`config.mk`:
```
export PLATFORM = sky130hd
export DESIGN_NAME = sclcr_top
export DESIGN_NICKNAME = d
export VERILOG_FILES = /design/src/logic/sclcr_pkg.sv /design/src/logic/sclcr_top.sv /design/src/logic/sclcr_sync.sv /design/src/logic/sclcr_chan.sv
export VERILOG_INCLUDE_DIRS = /design/src /design/src/logic
export SDC_FILE = /design/constraint.sdc
export NUM_CORES = 1
export LEC_CHECK = 0
export ABC_AREA = 1
export BUFFER_PORTS_ARGS = -buffer_cell sky130_fd_sc_hd__buf_4
export CAP_MARGIN = 20
export CORE_UTILIZATION = 45
export DETAILED_ROUTE_END_ITERATION = 7
export PLACE_DENSITY = 0.61
export SLEW_MARGIN = 15
export SYNTH_ARGS = -nofsm -noshare
export SYNTH_HDL_FRONTEND = slang
export SYNTH_HIERARCHICAL = 1
export SYNTH_SLANG_ARGS = --single-unit
export TNS_END_PERCENT = 10
```
`constraint.sdc`:
```
create_clock -name mclk -period 3.65 [get_ports mclk]
set_input_delay 0.1825 -clock mclk [delete_from_list [all_inputs] [get_ports mclk]]
set_output_delay 0.1825 -clock mclk [all_outputs]
set_load 0.01 [all_outputs]
```
`src/logic/sclcr_consts.svh`:
```
// Purpose: offsets, field positions, resets and timing counts
// Assumes: 32-bit serial frame, 20 MHz mclk
// Notes: definitions only
`ifndef SCLCR_CONSTS_SVH
`define SCLCR_CONSTS_SVH

// ****************************************
// frame layout
// ****************************************
`define SCLCR_FRAME_BITS 32
`define SCLCR_RW_BIT     31
`define SCLCR_SEL_HI     30
`define SCLCR_SEL_LO     27
`define SCLCR_CH_HI      25
`define SCLCR_CH_LO      24
`define SCLCR_CH_ONE     2'h1
`define SCLCR_CH_TWO     2'h2

// ****************************************
// field positions
// ****************************************
`define SCLCR_HI_MSB     23
`define SCLCR_HI_LSB     12
`define SCLCR_LO_MSB     11
`define SCLCR_LO_LSB     0
`define SCLCR_GAIN_MSB   22
`define SCLCR_GAIN_LSB   20
`define SCLCR_PER_MSB    11
`define SCLCR_PER_LSB    0
`define SCLCR_THR_MSB    21
`define SCLCR_THR_LSB    6
`define SCLCR_OL_MSB     5
`define SCLCR_OL_LSB     0

// ****************************************
// reset values and scaling
// ****************************************
`define SCLCR_CLAMP_RST  12'h7FF
`define SCLCR_GAIN_RST   3'h2
`define SCLCR_GAIN_MAX   3'h6
`define SCLCR_PER_RST    12'h000
`define SCLCR_OL_RST     6'h00
`define SCLCR_THR_RST    16'h0000
`define SCLCR_CLAMP_SCALE 32

// ****************************************
// timing
// ****************************************
`define SCLCR_CLK_NS     50
`define SCLCR_TICK_CLKS  16

`endif

```
`src/logic/sclcr_pkg.sv`:
```
// Purpose: types for the solenoid loop config registers
// Assumes: constants live in sclcr_consts.svh
// Notes: none
`default_nettype none
package sclcr_pkg;

	// ****************************************
	// register select codes and receiver states
	// ****************************************
	typedef enum logic [3:0] {
		SCLCR_SEL_CLAMP  = 4'h4,
		SCLCR_SEL_PERIOD = 4'h5,
		SCLCR_SEL_THRESH = 4'h6
	} sclcr_sel_e;

	typedef enum logic [0:0] {
		SCLCR_IDLE  = 1'h0,
		SCLCR_SHIFT = 1'h1
	} sclcr_state_e;

	// ****************************************
	// per-channel settings and loop inputs
	// ****************************************
	typedef struct packed {
		logic [11:0] hiClamp;
		logic [11:0] loClamp;
		logic [2:0]  gainShift;
		logic [11:0] period;
		logic [5:0]  olLimit;
	} sclcr_cfg_s;

	typedef struct packed {
		logic               errStb;
		logic signed [15:0] err;
		logic               cycleEnd;
		logic [7:0]         curSample;
	} sclcr_meas_s;

endpackage
`default_nettype wire

```
`src/logic/sclcr_top.sv`:
```
// Purpose: serial-accessed loop config registers for two channels
// Assumes: serial clock well below mclk/8, mode 0, MSB first
// Notes: a frame's answer goes out in the following frame
//
// Notes on behaviour
// RULE_01 - frame bit 31 high writes, low reads; read-back bit 31 is 0
// RULE_02 - upper clamp field, 12 bits at 23:12, resets to 7FF per channel
// RULE_03 - integrator upper bound is thirty-two times the upper field
// RULE_04 - lower clamp field, 12 bits at 11:0, resets to 7FF per channel
// RULE_05 - integrator lower bound is minus thirty-two times the lower field
// RULE_06 - gain shift at 22:20 sets period integral gain to 2^-shift
// RULE_07 - gain shift saturates at 6; writing 7 stores 6
// RULE_08 - gain shift resets to 2, a gain of one quarter
// RULE_09 - threshold reads at 21:6, zero after reset, host writes ignored
// RULE_10 - stage turns off when the integrator reaches the threshold
// RULE_11 - period controller alone computes and updates the threshold
// RULE_12 - open-load limit, 6 bits at 5:0, resets 0, lsb 1500/255 mA
// RULE_13 - open-load-while-on detection runs only with nonzero limit
// RULE_14 - channel bits 25:24: 01 first output, 10 second, others none
// RULE_15 - bits 30:27 select: 4 clamps, 5 period, 6 threshold/open-load
// RULE_16 - switching period, 12 bits at 11:0, lsb sixteen mclk periods
`timescale 1ns/1ps
`default_nettype none
`include "sclcr_consts.svh"
module sclcr_top (
	input  wire logic                        mclk,
	input  wire logic                        reset_n,
	input  wire logic                        spiClk,
	input  wire logic                        spiSelN,
	input  wire logic                        spiDataIn,
	output logic                             spiDataOut,
	output logic                             spiDataOutEn,
	input  wire sclcr_pkg::sclcr_meas_s [1:0] chMeas,
	output logic [1:0]                       stageOn,
	output logic [1:0]                       olFault
);

	// ****************************************
	// declarations
	// ****************************************
	sclcr_pkg::sclcr_state_e state_r;
	sclcr_pkg::sclcr_cfg_s   cfg_r [0:1];
	logic [15:0]             thrVal [0:1];
	logic [2:0]              pinSync;
	logic                    clkS;
	logic                    selS;
	logic                    dinS;
	logic                    clkD_r;
	logic                    rise;
	logic                    fall;
	logic [5:0]              bitCnt_r;
	logic [31:0]             rx_r;
	logic [31:0]             tx_r;
	logic [31:0]             resp_r;
	logic [31:0]             word_r;
	logic                    frameStb_r;
	logic                    respLoad_r;
	logic [3:0]              tickCnt_r;
	logic                    tick;
	logic [1:0]              chCode;
	logic                    chOk;
	logic                    chIdx;
	logic                    doWrite;

	function automatic logic [2:0] satGain(input logic [2:0] g);
		return (g > `SCLCR_GAIN_MAX) ? `SCLCR_GAIN_MAX : g;
	endfunction

	function automatic logic [31:0] readWord(
		input logic [31:0]           w,
		input sclcr_pkg::sclcr_cfg_s c,
		input logic [15:0]           t,
		input logic                  ok);
		logic [31:0] r;
		r = {1'h0, w[`SCLCR_SEL_HI:`SCLCR_SEL_LO], 1'h0,
			w[`SCLCR_CH_HI:`SCLCR_CH_LO], 24'h000000}; // see RULE_01
		if (ok) begin
			case (w[`SCLCR_SEL_HI:`SCLCR_SEL_LO]) // see RULE_15
				sclcr_pkg::SCLCR_SEL_CLAMP: begin
					r[`SCLCR_HI_MSB:`SCLCR_HI_LSB] = c.hiClamp;
					r[`SCLCR_LO_MSB:`SCLCR_LO_LSB] = c.loClamp;
				end
				sclcr_pkg::SCLCR_SEL_PERIOD: begin
					r[`SCLCR_GAIN_MSB:`SCLCR_GAIN_LSB] = c.gainShift;
					r[`SCLCR_PER_MSB:`SCLCR_PER_LSB] = c.period;
				end
				sclcr_pkg::SCLCR_SEL_THRESH: begin
					r[`SCLCR_THR_MSB:`SCLCR_THR_LSB] = t; // see RULE_09
					r[`SCLCR_OL_MSB:`SCLCR_OL_LSB] = c.olLimit;
				end
				default: begin
				end
			endcase
		end
		return r;
	endfunction

	// ****************************************
	// pin synchronisers and edge detect
	// ****************************************
	sclcr_sync #(
		.W   (3),
		.RST (3'h2)
	) u_sync (
		.mclk                    (mclk),
		.reset_n                 (reset_n),
		.pinIn                   ({spiClk, spiSelN, spiDataIn}),
		.pinSync                 (pinSync)
	);

	assign clkS = pinSync[2];
	assign selS = pinSync[1];
	assign dinS = pinSync[0];

	always_ff @(posedge mclk) begin
		if (!reset_n) begin
			clkD_r <= 1'h0;
		end else begin
			clkD_r <= clkS;
		end
	end

	assign rise = clkS && !clkD_r;
	assign fall = !clkS && clkD_r;

	// ****************************************
	// frame receiver
	// ****************************************
	// a short or long frame is dropped whole, never half applied
	always_ff @(posedge mclk) begin
		if (!reset_n) begin
			state_r <= sclcr_pkg::SCLCR_IDLE;
			bitCnt_r <= '0;
			rx_r <= '0;
		end else begin
			unique case (state_r)
				sclcr_pkg::SCLCR_IDLE: begin
					bitCnt_r <= '0;
					if (!selS) begin
						state_r <= sclcr_pkg::SCLCR_SHIFT;
					end
				end
				sclcr_pkg::SCLCR_SHIFT: begin
					if (selS) begin
						state_r <= sclcr_pkg::SCLCR_IDLE;
					end else if (rise && bitCnt_r != 6'h3F) begin
						rx_r <= {rx_r[30:0], dinS};
						bitCnt_r <= bitCnt_r + 6'h01;
					end
				end
			endcase
		end
	end

	always_ff @(posedge mclk) begin
		if (!reset_n) begin
			frameStb_r <= 1'h0;
			word_r <= '0;
		end else begin
			frameStb_r <= state_r == sclcr_pkg::SCLCR_SHIFT && selS
				&& bitCnt_r == 6'(`SCLCR_FRAME_BITS);
			if (state_r == sclcr_pkg::SCLCR_SHIFT && selS) begin
				word_r <= rx_r;
			end
		end
	end

	// ****************************************
	// transmitter
	// ****************************************
	always_ff @(posedge mclk) begin
		if (!reset_n) begin
			tx_r <= '0;
		end else if (state_r == sclcr_pkg::SCLCR_IDLE) begin
			tx_r <= resp_r;
		end else if (fall && bitCnt_r != 6'h00) begin
			tx_r <= {tx_r[30:0], 1'h0};
		end
	end

	assign spiDataOut = tx_r[31];
	assign spiDataOutEn = state_r == sclcr_pkg::SCLCR_SHIFT;

	// ****************************************
	// decode and register file
	// ****************************************
	assign chCode = word_r[`SCLCR_CH_HI:`SCLCR_CH_LO];
	assign chOk = chCode == `SCLCR_CH_ONE
		|| chCode == `SCLCR_CH_TWO; // see RULE_14
	assign chIdx = chCode == `SCLCR_CH_TWO;
	assign doWrite = frameStb_r && word_r[`SCLCR_RW_BIT] && chOk; // see RULE_01

	always_ff @(posedge mclk) begin
		if (!reset_n) begin
			for (int i = 0; i < 2; i++) begin
				cfg_r[i].hiClamp <= `SCLCR_CLAMP_RST; // see RULE_02
				cfg_r[i].loClamp <= `SCLCR_CLAMP_RST; // see RULE_04
				cfg_r[i].gainShift <= `SCLCR_GAIN_RST; // see RULE_08
				cfg_r[i].period <= `SCLCR_PER_RST;
				cfg_r[i].olLimit <= `SCLCR_OL_RST;
			end
		end else if (doWrite) begin
			case (word_r[`SCLCR_SEL_HI:`SCLCR_SEL_LO]) // see RULE_15
				sclcr_pkg::SCLCR_SEL_CLAMP: begin
					cfg_r[chIdx].hiClamp <=
						word_r[`SCLCR_HI_MSB:`SCLCR_HI_LSB]; // see RULE_02
					cfg_r[chIdx].loClamp <=
						word_r[`SCLCR_LO_MSB:`SCLCR_LO_LSB]; // see RULE_04
				end
				sclcr_pkg::SCLCR_SEL_PERIOD: begin
					cfg_r[chIdx].gainShift <= satGain(
						word_r[`SCLCR_GAIN_MSB:`SCLCR_GAIN_LSB]); // see RULE_07
					cfg_r[chIdx].period <=
						word_r[`SCLCR_PER_MSB:`SCLCR_PER_LSB]; // see RULE_16
				end
				sclcr_pkg::SCLCR_SEL_THRESH: begin
					// threshold bits in the frame are dropped here
					cfg_r[chIdx].olLimit <=
						word_r[`SCLCR_OL_MSB:`SCLCR_OL_LSB]; // see RULE_12
				end
				default: begin
				end
			endcase
		end
	end

	// answer is taken after the write so it shows the new value
	always_ff @(posedge mclk) begin
		if (!reset_n) begin
			respLoad_r <= 1'h0;
			resp_r <= '0;
		end else begin
			respLoad_r <= frameStb_r;
			if (respLoad_r) begin
				resp_r <= readWord(word_r, cfg_r[chIdx],
					thrVal[chIdx], chOk);
			end
		end
	end

	// ****************************************
	// period tick and channels
	// ****************************************
	always_ff @(posedge mclk) begin
		if (!reset_n) begin
			tickCnt_r <= '0;
		end else begin
			tickCnt_r <= tickCnt_r + 4'h1;
		end
	end

	assign tick = tickCnt_r == 4'(`SCLCR_TICK_CLKS - 1); // see RULE_16

	for (genvar g = 0; g < 2; g++) begin : g_chan
		sclcr_chan u_chan (
			.mclk    (mclk),
			.reset_n (reset_n),
			.tick    (tick),
			.cfg     (cfg_r[g]),
			.meas    (chMeas[g]),
			.thrVal  (thrVal[g]),
			.stageOn (stageOn[g]),
			.olFault (olFault[g])
		);
	end

	// ****************************************
	// checks
	// ****************************************
	a_rw_readback: assert property ( // see RULE_01
		@(posedge mclk) disable iff (!reset_n)
		respLoad_r |=> !resp_r[31])
		else $error("read-back bit 31 not zero");
	a_gain_sat: assert property ( // see RULE_07
		@(posedge mclk) disable iff (!reset_n)
		doWrite && word_r[30:27] == 4'h5 && word_r[22:20] == 3'h7
		|=> cfg_r[$past(chIdx)].gainShift == 3'h6)
		else $error("gain shift not saturated to 6");
	a_gain_reset: assert property ( // see RULE_08
		@(posedge mclk)
		$rose(reset_n) |-> cfg_r[0].gainShift == 3'h2
		&& cfg_r[1].gainShift == 3'h2)
		else $error("gain shift reset value wrong");
	a_clamp_write: assert property ( // see RULE_02
		@(posedge mclk) disable iff (!reset_n)
		doWrite && word_r[30:27] == 4'h4
		|=> {cfg_r[$past(chIdx)].hiClamp, cfg_r[$past(chIdx)].loClamp}
		== $past(word_r[23:0]))
		else $error("clamp write not stored");
	a_clamp_reset: assert property ( // see RULE_04
		@(posedge mclk)
		$rose(reset_n) |-> cfg_r[1].loClamp == 12'h7FF
		&& cfg_r[1].hiClamp == 12'h7FF
		&& cfg_r[0].loClamp == 12'h7FF && cfg_r[0].hiClamp == 12'h7FF)
		else $error("clamp reset value wrong");
	a_nochan_ignored: assert property ( // see RULE_14
		@(posedge mclk) disable iff (!reset_n)
		frameStb_r && !chOk |=> $stable(cfg_r[0]) && $stable(cfg_r[1]))
		else $error("write with no channel changed settings");
	a_thr_readback: assert property ( // see RULE_09
		@(posedge mclk) disable iff (!reset_n)
		respLoad_r && chOk && word_r[30:27] == 4'h6
		|=> resp_r[21:6] == $past(thrVal[chIdx]))
		else $error("threshold read-back mismatch");
	a_tick_spacing: assert property ( // see RULE_16
		@(posedge mclk) disable iff (!reset_n)
		tick |=> !tick [*8] ##1 !tick [*7] ##1 tick)
		else $error("period tick not every sixteen clocks");
	a_ol_write: assert property ( // see RULE_12
		@(posedge mclk) disable iff (!reset_n)
		doWrite && word_r[30:27] == 4'h6
		|=> cfg_r[$past(chIdx)].olLimit == $past(word_r[5:0]))
		else $error("open-load limit write not stored");

endmodule // sclcr_top
`default_nettype wire

```
`src/logic/sclcr_sync.sv`:
```
// Purpose: two-flop synchroniser for pin inputs
// Assumes: pins are asynchronous to mclk
// Notes: first stage feeds only the second
`timescale 1ns/1ps
`default_nettype none
module sclcr_sync #(
	parameter int         W   = 1,
	parameter logic [W-1:0] RST = '0
) (
	input  wire logic         mclk,
	input  wire logic         reset_n,
	input  wire logic [W-1:0] pinIn,
	output logic      [W-1:0] pinSync
);
	logic [W-1:0] stage1_r;
	logic [W-1:0] stage2_r;

	always_ff @(posedge mclk) begin
		if (!reset_n) begin
			stage1_r <= RST;
			stage2_r <= RST;
		end else begin
			stage1_r <= pinIn;
			stage2_r <= stage1_r;
		end
	end

	assign pinSync = stage2_r;
endmodule // sclcr_sync
`default_nettype wire

```
`src/logic/sclcr_chan.sv`:
```
// Purpose: one channel's integrator, period controller, open-load check
// Assumes: loop inputs come from logic on mclk
// Notes: threshold is owned here, never written by the host
`timescale 1ns/1ps
`default_nettype none
`include "sclcr_consts.svh"
module sclcr_chan (
	input  wire logic                   mclk,
	input  wire logic                   reset_n,
	input  wire logic                   tick,
	input  wire sclcr_pkg::sclcr_cfg_s  cfg,
	input  wire sclcr_pkg::sclcr_meas_s meas,
	output logic [15:0]                 thrVal,
	output logic                        stageOn,
	output logic                        olFault
);
	logic signed [19:0] integ_r;
	logic signed [19:0] upper;
	logic signed [19:0] lower;
	logic signed [19:0] sum;
	logic signed [13:0] diff;
	logic signed [13:0] step;
	logic signed [17:0] thrSum;
	logic [15:0]        thr_r;
	logic [11:0]        perCnt_r;
	logic               stage_r;
	logic               ol_r;
	logic               reached;

	function automatic logic signed [19:0] clampBound(
		input logic [11:0] f);
		return 20'(32'(f) * `SCLCR_CLAMP_SCALE);
	endfunction

	// ****************************************
	// integrator with clamps
	// ****************************************
	assign upper = clampBound(cfg.hiClamp); // see RULE_03
	assign lower = -clampBound(cfg.loClamp); // see RULE_05
	assign sum = integ_r + 20'(signed'(meas.err));
	assign reached = integ_r >= signed'({4'h0, thr_r});

	always_ff @(posedge mclk) begin
		if (!reset_n) begin
			integ_r <= '0;
		end else if (meas.cycleEnd) begin
			integ_r <= '0;
		end else if (meas.errStb && stage_r) begin
			if (sum > upper) begin
				integ_r <= upper; // see RULE_03
			end else if (sum < lower) begin
				integ_r <= lower; // see RULE_05
			end else begin
				integ_r <= sum;
			end
		end
	end

	// output stage drops once the integrator meets the threshold
	always_ff @(posedge mclk) begin
		if (!reset_n) begin
			stage_r <= 1'h0;
		end else if (meas.cycleEnd) begin
			stage_r <= 1'h1;
		end else if (stage_r && reached) begin
			stage_r <= 1'h0; // see RULE_10
		end
	end

	// ****************************************
	// period controller
	// ****************************************
	always_ff @(posedge mclk) begin
		if (!reset_n || meas.cycleEnd) begin
			perCnt_r <= '0;
		end else if (tick && perCnt_r != 12'hFFF) begin
			perCnt_r <= perCnt_r + 12'h001;
		end
	end

	// gain as a shift: coarse, but no multiplier needed
	assign diff = signed'({2'h0, cfg.period}) - signed'({2'h0, perCnt_r});
	assign step = diff >>> cfg.gainShift; // see RULE_06
	assign thrSum = signed'({2'h0, thr_r}) + 18'(step);

	always_ff @(posedge mclk) begin
		if (!reset_n) begin
			thr_r <= `SCLCR_THR_RST;
		end else if (meas.cycleEnd) begin
			if (thrSum < 18'sh00000) begin
				thr_r <= 16'h0000; // see RULE_11
			end else if (thrSum > 18'sh0FFFF) begin
				thr_r <= 16'hFFFF;
			end else begin
				thr_r <= thrSum[15:0]; // see RULE_11
			end
		end
	end

	// ****************************************
	// open load while on
	// ****************************************
	always_ff @(posedge mclk) begin
		if (!reset_n) begin
			ol_r <= 1'h0;
		end else begin
			ol_r <= stage_r && cfg.olLimit != 6'h00
				&& meas.curSample < {2'h0, cfg.olLimit}; // see RULE_13
		end
	end

	assign thrVal = thr_r;
	assign stageOn = stage_r;
	assign olFault = ol_r;

	a_upper_hold: assert property ( // see RULE_03
		@(posedge mclk) disable iff (!reset_n)
		meas.errStb && stage_r && !meas.cycleEnd
		|=> integ_r <= $past(upper))
		else $error("integrator above upper clamp");
	a_lower_hold: assert property ( // see RULE_05
		@(posedge mclk) disable iff (!reset_n)
		meas.errStb && stage_r && !meas.cycleEnd
		|=> integ_r >= $past(lower))
		else $error("integrator below lower clamp");
	a_thr_owned: assert property ( // see RULE_11
		@(posedge mclk) disable iff (!reset_n)
		!meas.cycleEnd |=> $stable(thr_r))
		else $error("threshold moved outside cycle end");
	a_stage_off: assert property ( // see RULE_10
		@(posedge mclk) disable iff (!reset_n)
		stage_r && reached && !meas.cycleEnd |=> !stage_r)
		else $error("stage stayed on past threshold");
	a_ol_gate: assert property ( // see RULE_13
		@(posedge mclk) disable iff (!reset_n)
		cfg.olLimit == 6'h00 |=> !ol_r)
		else $error("open-load fault with zero limit");
endmodule // sclcr_chan
`default_nettype wire

```
* After elaboration in Yosys (flattened, before gate mapping)
Memory sizes are Yosys's and may differ from the RTL's.
Index checks and enable logic that the tools add are counted.
Widths: inputs -> output; s select.
** Storage, ports and cells
- Bits in registers :: 246
- Memory bits (writable) :: 90
- Input port bits :: 57
- Output and inout port bits :: 6
- Logic and storage cells :: 146
- Memories kept :: 1
** Operators by class
- Add/sub/neg operators :: 12
- $lt $le $gt $ge :: 14
- Eq/ne operators :: 13
- Shift-type cells :: 2
- Mux-type cells :: 44
- Bitwise gates (word level) :: 4
- Reductions and logical operators :: 34
** Memory list
- cfg_r :: depth 2, bits a word 45, read ports 3, clocked after Yosys merged registers in 0, wr ports 2, RTL line sclcr_top.sv:42 : sclcr_pkg::sclcr_cfg_s cfg_r [0:1];
** Operators with widths (number)
- $mux 16 :: 7
- $mux 20 :: 4
- $mux 32 :: 2
- $mux 45 :: 1
- $reduce_or 45->1 :: 1
- $add 20x16->20 :: 2
- $ge 20x17->1 :: 2
- $gt 20x18->1 :: 2
- $lt 20x20->1 :: 2
- $neg 17->20 :: 2
- $add 17x14->18 :: 2
- $gt 18x17->1 const B :: 2
- $lt 18x1->1 const B :: 2
- $pmux 12 s3 :: 1
- $sshr 13x3->14 :: 2
- $sub 12x12->13 :: 2
- $add 12x1->12 const B :: 2
- $mux 24 :: 1
- $ne 12x12->1 const B :: 2
- $mux 1 :: 20
- $logic_and 1x1->1 :: 18
- $reduce_bool 6->1 :: 3
- $lt 8x6->1 :: 2
- $pmux 8 s2 :: 1
- other kinds (25) :: 38

* Longest topological paths before layout
- Word-level depth :: 8
- Gate-level depth with buffers :: 34
- Depth with buffers taken out :: 33

* Hierarchy
Netlist, hierarchy kept.
** By module, submodules not included
- sclcr_top :: times used 1, cells each 1221, area each 10039.6 sq um, sequential area each 5485.3 sq um
- sclcr_chan (g_chan[1].u_chan) :: times used 1, cells each 1000, area each 6449.9 sq um, sequential area each 1001.0 sq um
- sclcr_chan (g_chan[0].u_chan) :: times used 1, cells each 1002, area each 6423.7 sq um, sequential area each 1001.0 sq um
- sclcr_sync :: times used 1, cells each 18, area each 165.2 sq um, sequential area each 120.1 sq um

* Worst setup path before layout
No wires, ideal clock.
- Path kind :: register to register
- From :: memory cfg_r[1][8] (netlist name)
- To :: register g_chan[1].u_chan.thr_r[12]
- Library setup time :: 128 ps
- Arrival time :: 3698 ps
- Data required time :: 3522 ps
- Slack :: -176 ps
- Stages on the path, launching flop included :: 27
- Buffers on the path :: 1
- Clock period less this slack :: 3826 ps
- Path through :: edfxtp_1 > ha_1 > nand2_1 > o21ai_0 > a31oi_1 > xor2_1 > nand2_1 > o21ai_0 > nand2_1 > o21ai_0 > o21ai_0 > ha_1 > fa_1 > nand3_1 > nand2_1 > a21oi_1 > o21bai_2 > nand3_1 > nand2_1 > nand3_1 > nand3_1 > xor2_2 > nand2_2 > buf_6 > nand2_1 > nand2_1 > o21ai_0
** RTL lines
- start: declaration :: RTL line sclcr_top.sv:42
- end signal: assignment :: RTL line sclcr_chan.sv:88 : thr_r <= `SCLCR_THR_RST;
- end signal: assignment :: RTL line sclcr_chan.sv:95 : thr_r <= thrSum[15:0];
- end: declaration :: RTL line sclcr_chan.sv:24 : logic [15:0] thr_r;

==> summary.md <==
| Metric | Value |
|---|---|
| Status | finished with violations |
| Failing checks | setup timing |
| Final WL | 73.1 mm |
| Critical Path Source Type | flop |
| CP max stage cell | edfxtp_1 |
| Kind of critical path | reg -> reg |
| DRC errors left | 0 |
| Area of placed instances | 0.0259 mm^2 |
| Relative slew slack | 31.4% |
| Initial drt markers | 1705 |
| GRT Util Overall | 27.3% |
| Register area share after synthesis | 33.0% |
| Final min period | 3.87 ns |
| Mapped Nets | 3506 |
| Total power | 0.0106 W |
| Critical Path Sink Type | flop |
| Ys Warns | 6 |
| Synth Cell Area | 0.0231 mm^2 |
| Num CTS Buffers | 40 |
| PortBufs | 62 |
| Pre-antenna DRT Iters | 6 |
| H-tree Lvls | 2 |
| Max rail drop VDD | 0.350 mV |
| Hold_ws | 0.0553 ns |
| CP max FO | 7 |
| Width of the chip | 228 um |
| WP data arrival | 4.36 ns |
| Asr flop ratio synth | 0% |
| Post-Syn Instances | 3241 |
| Worst R2R Start | cfg_r[0][8] |
| #FFs+latches synth | 335 |
| # IOs | 63 |
| Req. time, crit path | 4.14 ns |
| Worst setup path startpoint | cfg_r[0][8] |
| Layout Nets | 3812 |
| Fin area | 0.0285 mm^2 |
| EDFF count, synth | 90 |
| Die Y | 228 um |
| Main synth FF type | dfxtp_1 |
| Global placement routability congestion | 0.935 |
| RSZ-0062 raised after global routing | true |
| Routed vias/inst | 5.31 |
| Skew final | 0.0450 ns |
| Endpoints failing hold | 0 |
| Leak | 13.2 nW |
| GR Overflow Total | 0 |
| CTS tree | built |
| Class of the worst hold path | in -> reg |
| Area grow syn2layout | 23.7% |
| Rows | 82 |
| Final max-slew violation count | 0 |
| FMAX | 259 MHz |
| Die ar. | 0.0522 mm^2 |
| Wire per inst | 17.2 um |
| Vias | 22600 |
| Syn avg cell area | 7.12 um^2 |
| Effective utilization at floorplan | 45.8% |
| Initial antenna violation count | 1 |
| Clock Sinks | 335 |
| Share of cells above drive strength 1 | 19.3% |
| Cell area power density | 372 mW/mm^2 |
| Post-route clock period utilization | 106% |
| Unique masters post-synth | 66 |
| Largest net degree at the start of global routing | 107 |
| Core Area | 0.0504 mm^2 |
| Worst-path clk slew | 0.06 ns |
| First-pass GRT wire length | 114 mm |
| CP most frequent cell | nand2_1 |
| Max-cap viol count | 0 |
| Max clock buf depth | 3 |
| Number of routed nets with antenna violations | 0 |
| Clock root buffer | clkbuf_16 |
| Vias in the first global route | 21200 |
| Worst Tran Pin Value | 1.03 ns |
| CP max stage delay | 0.44 ns |
| Clk_lat worst skew | 0.60 ns |
| Min-delay src | chMeas[9] |
| Hpwl dp | 56.5 mm |
| Final Worst Setup Slack | -0.216 ns |
| Final Setup Violations | 32 |
==> final cells by class <==
cell class              count  area [um^2]
diodes                      1         2.50
clock buffers              52         1090
clock inverters            20          226
fillers                  4834        21800
inverters                 347         1310
multi-input cells        2451        14500
flip-flops and latches    335         7610
well taps                 672          841
repair buffers            371         2950
repair inverters            1         7.51
==> worst max-delay path, delay by kind of cell (launching register included) <==
family	cells	cell delay [ns]
XOR/XNOR	2	0.43
adder cells (fa/ha/maj)	3	0.86
flip-flops	1	0.44
AO/OA/AOI/OAI	8	0.76
AND/OR/NAND/NOR	15	1.24
==> cells in the final DEF, fill, tap and decap left out, types with 10 or more instances in the layout <==
cell           count
nand4_1           34
nand2_1          871
ha_4              20
xnor2_1           29
dlygate4sd3_1     12
a21o_1            10
a21oi_2           28
clkbuf_16         40
edfxtp_1          90
o21ai_2           17
ha_2              10
o211ai_1          10
xor2_1            41
nor3_1            44
nor2_1           245
nand2_2           52
o21bai_1          12
a21oi_1          198
inv_2             15
dfxtp_1          243
clkinv_1          10
nand3_2           23
o21ai_0          148
buf_4            343
a211oi_1          10
ha_1             172
inv_1            326
nand3_1          227
nand2_4           12
mux2i_1           27
o21ai_1           58
nand3b_1          28
nor2_2            18
==> registers in the layout, summed over array words and instances, names as in the netlist, 3 cells and up <==
signal and flops:
tx_r 32, u_sync/pinSync 3, rx_r 32, g_chan.u_chan/thrVal 32, resp_r 30, g_chan.u_chan/integ_r 40
cfg_r 90, bitCnt_r 6, word_r 31, u_sync/stage1_r 3, tickCnt_r 4, g_chan.u_chan/perCnt_r 24
==> power breakdown <==
group	leakage, nW	internal [W]	switching [W]	total [W]
registers	2.78	0.00392	0.000170	0.00409
logic	9.82	0.00108	0.00140	0.00247
clock network	0.634	0.00234	0.00171	0.00405
==> cells by family after synthesis <==
logic type | count (synthesis) | share of synthesized area, %
simple gates | 1597 | 30.0
compound gates | 533 | 12.8
buf+inv | 457 | 8.22
flops | 335 | 33.0
fa+ha+maj | 208 | 11.5
xor+xnor | 84 | 3.40
mux | 27 | 1.17
==> worst paths after layout <==
check	slack [ns]	endpoint	cells after the start
worst max-delay path	-0.22	g_chan[0].u_chan/thrVal[8]	28
worst min-delay path	0.06	g_chan[0].u_chan/integ_r[0]	4
worst max register to register	-0.22	g_chan[0].u_chan/thrVal[8]	28
worst min register to register	0.41	u_sync/pinSync[0]	2
==> cells in the mapped netlist, types with 23 or more instances <==
master | n | share of area, %
xnor2_1 | 31 | 1.2
a21oi_1 | 225 | 4.9
inv_1 | 331 | 5.4
nor3_1 | 48 | 1.0
ha_1 | 202 | 11
xor2_1 | 48 | 1.8
edfxtp_1 | 90 | 12
mux2i_1 | 27 | 1.2
o21ai_1 | 23 | 0.50
nor2_1 | 251 | 4.1
nand2_1 | 908 | 15
clkbuf_1 | 55 | 0.89
nand3_1 | 246 | 5.3
buf_2 | 25 | 0.54
o21ai_0 | 200 | 4.3
nand3b_1 | 28 | 0.91
dfxtp_1 | 245 | 21
nand4_1 | 34 | 0.92
==> layer usage <==
layer	vias up	part of all wire, %	track usage [%]
li1	11300	-	-
met1	10600	46	37.6
met3	107	5.5	3.34
met5	-	0.016	0
met2	573	46	44.6
met4	2	2.5	7.86
==> stage by stage <==
stage / TNS, ns / utilization (%) / setup slack [ns] / instances
floorplan: -0.0953 / - / -0.0102 / 3241
global placement: -6.84 / 51.4 / -0.262 / 4112
detailed placement: -11.22 / 51.4 / -0.403 / 4113
CTS: -5.91 / 55.1 / -0.219 / 4223
global route: -21.28 / 56.6 / -0.457 / 4249
finish: -5.37 / 56.7 / -0.216 / 4250
==> repair_timing <==
item / 4_1_cts / 5_1_grt
hold endpoints to repair: 10 / 0
gates resized for setup: 81 / 142
setup buffers: 23 / 24
cloned: 3 / 1
setup endpoints to repair: 55 / 72
hold buffers: 12 / 0
pin swaps: 56 / 80
No activity file was read; power rests on OpenSTA's default activity.
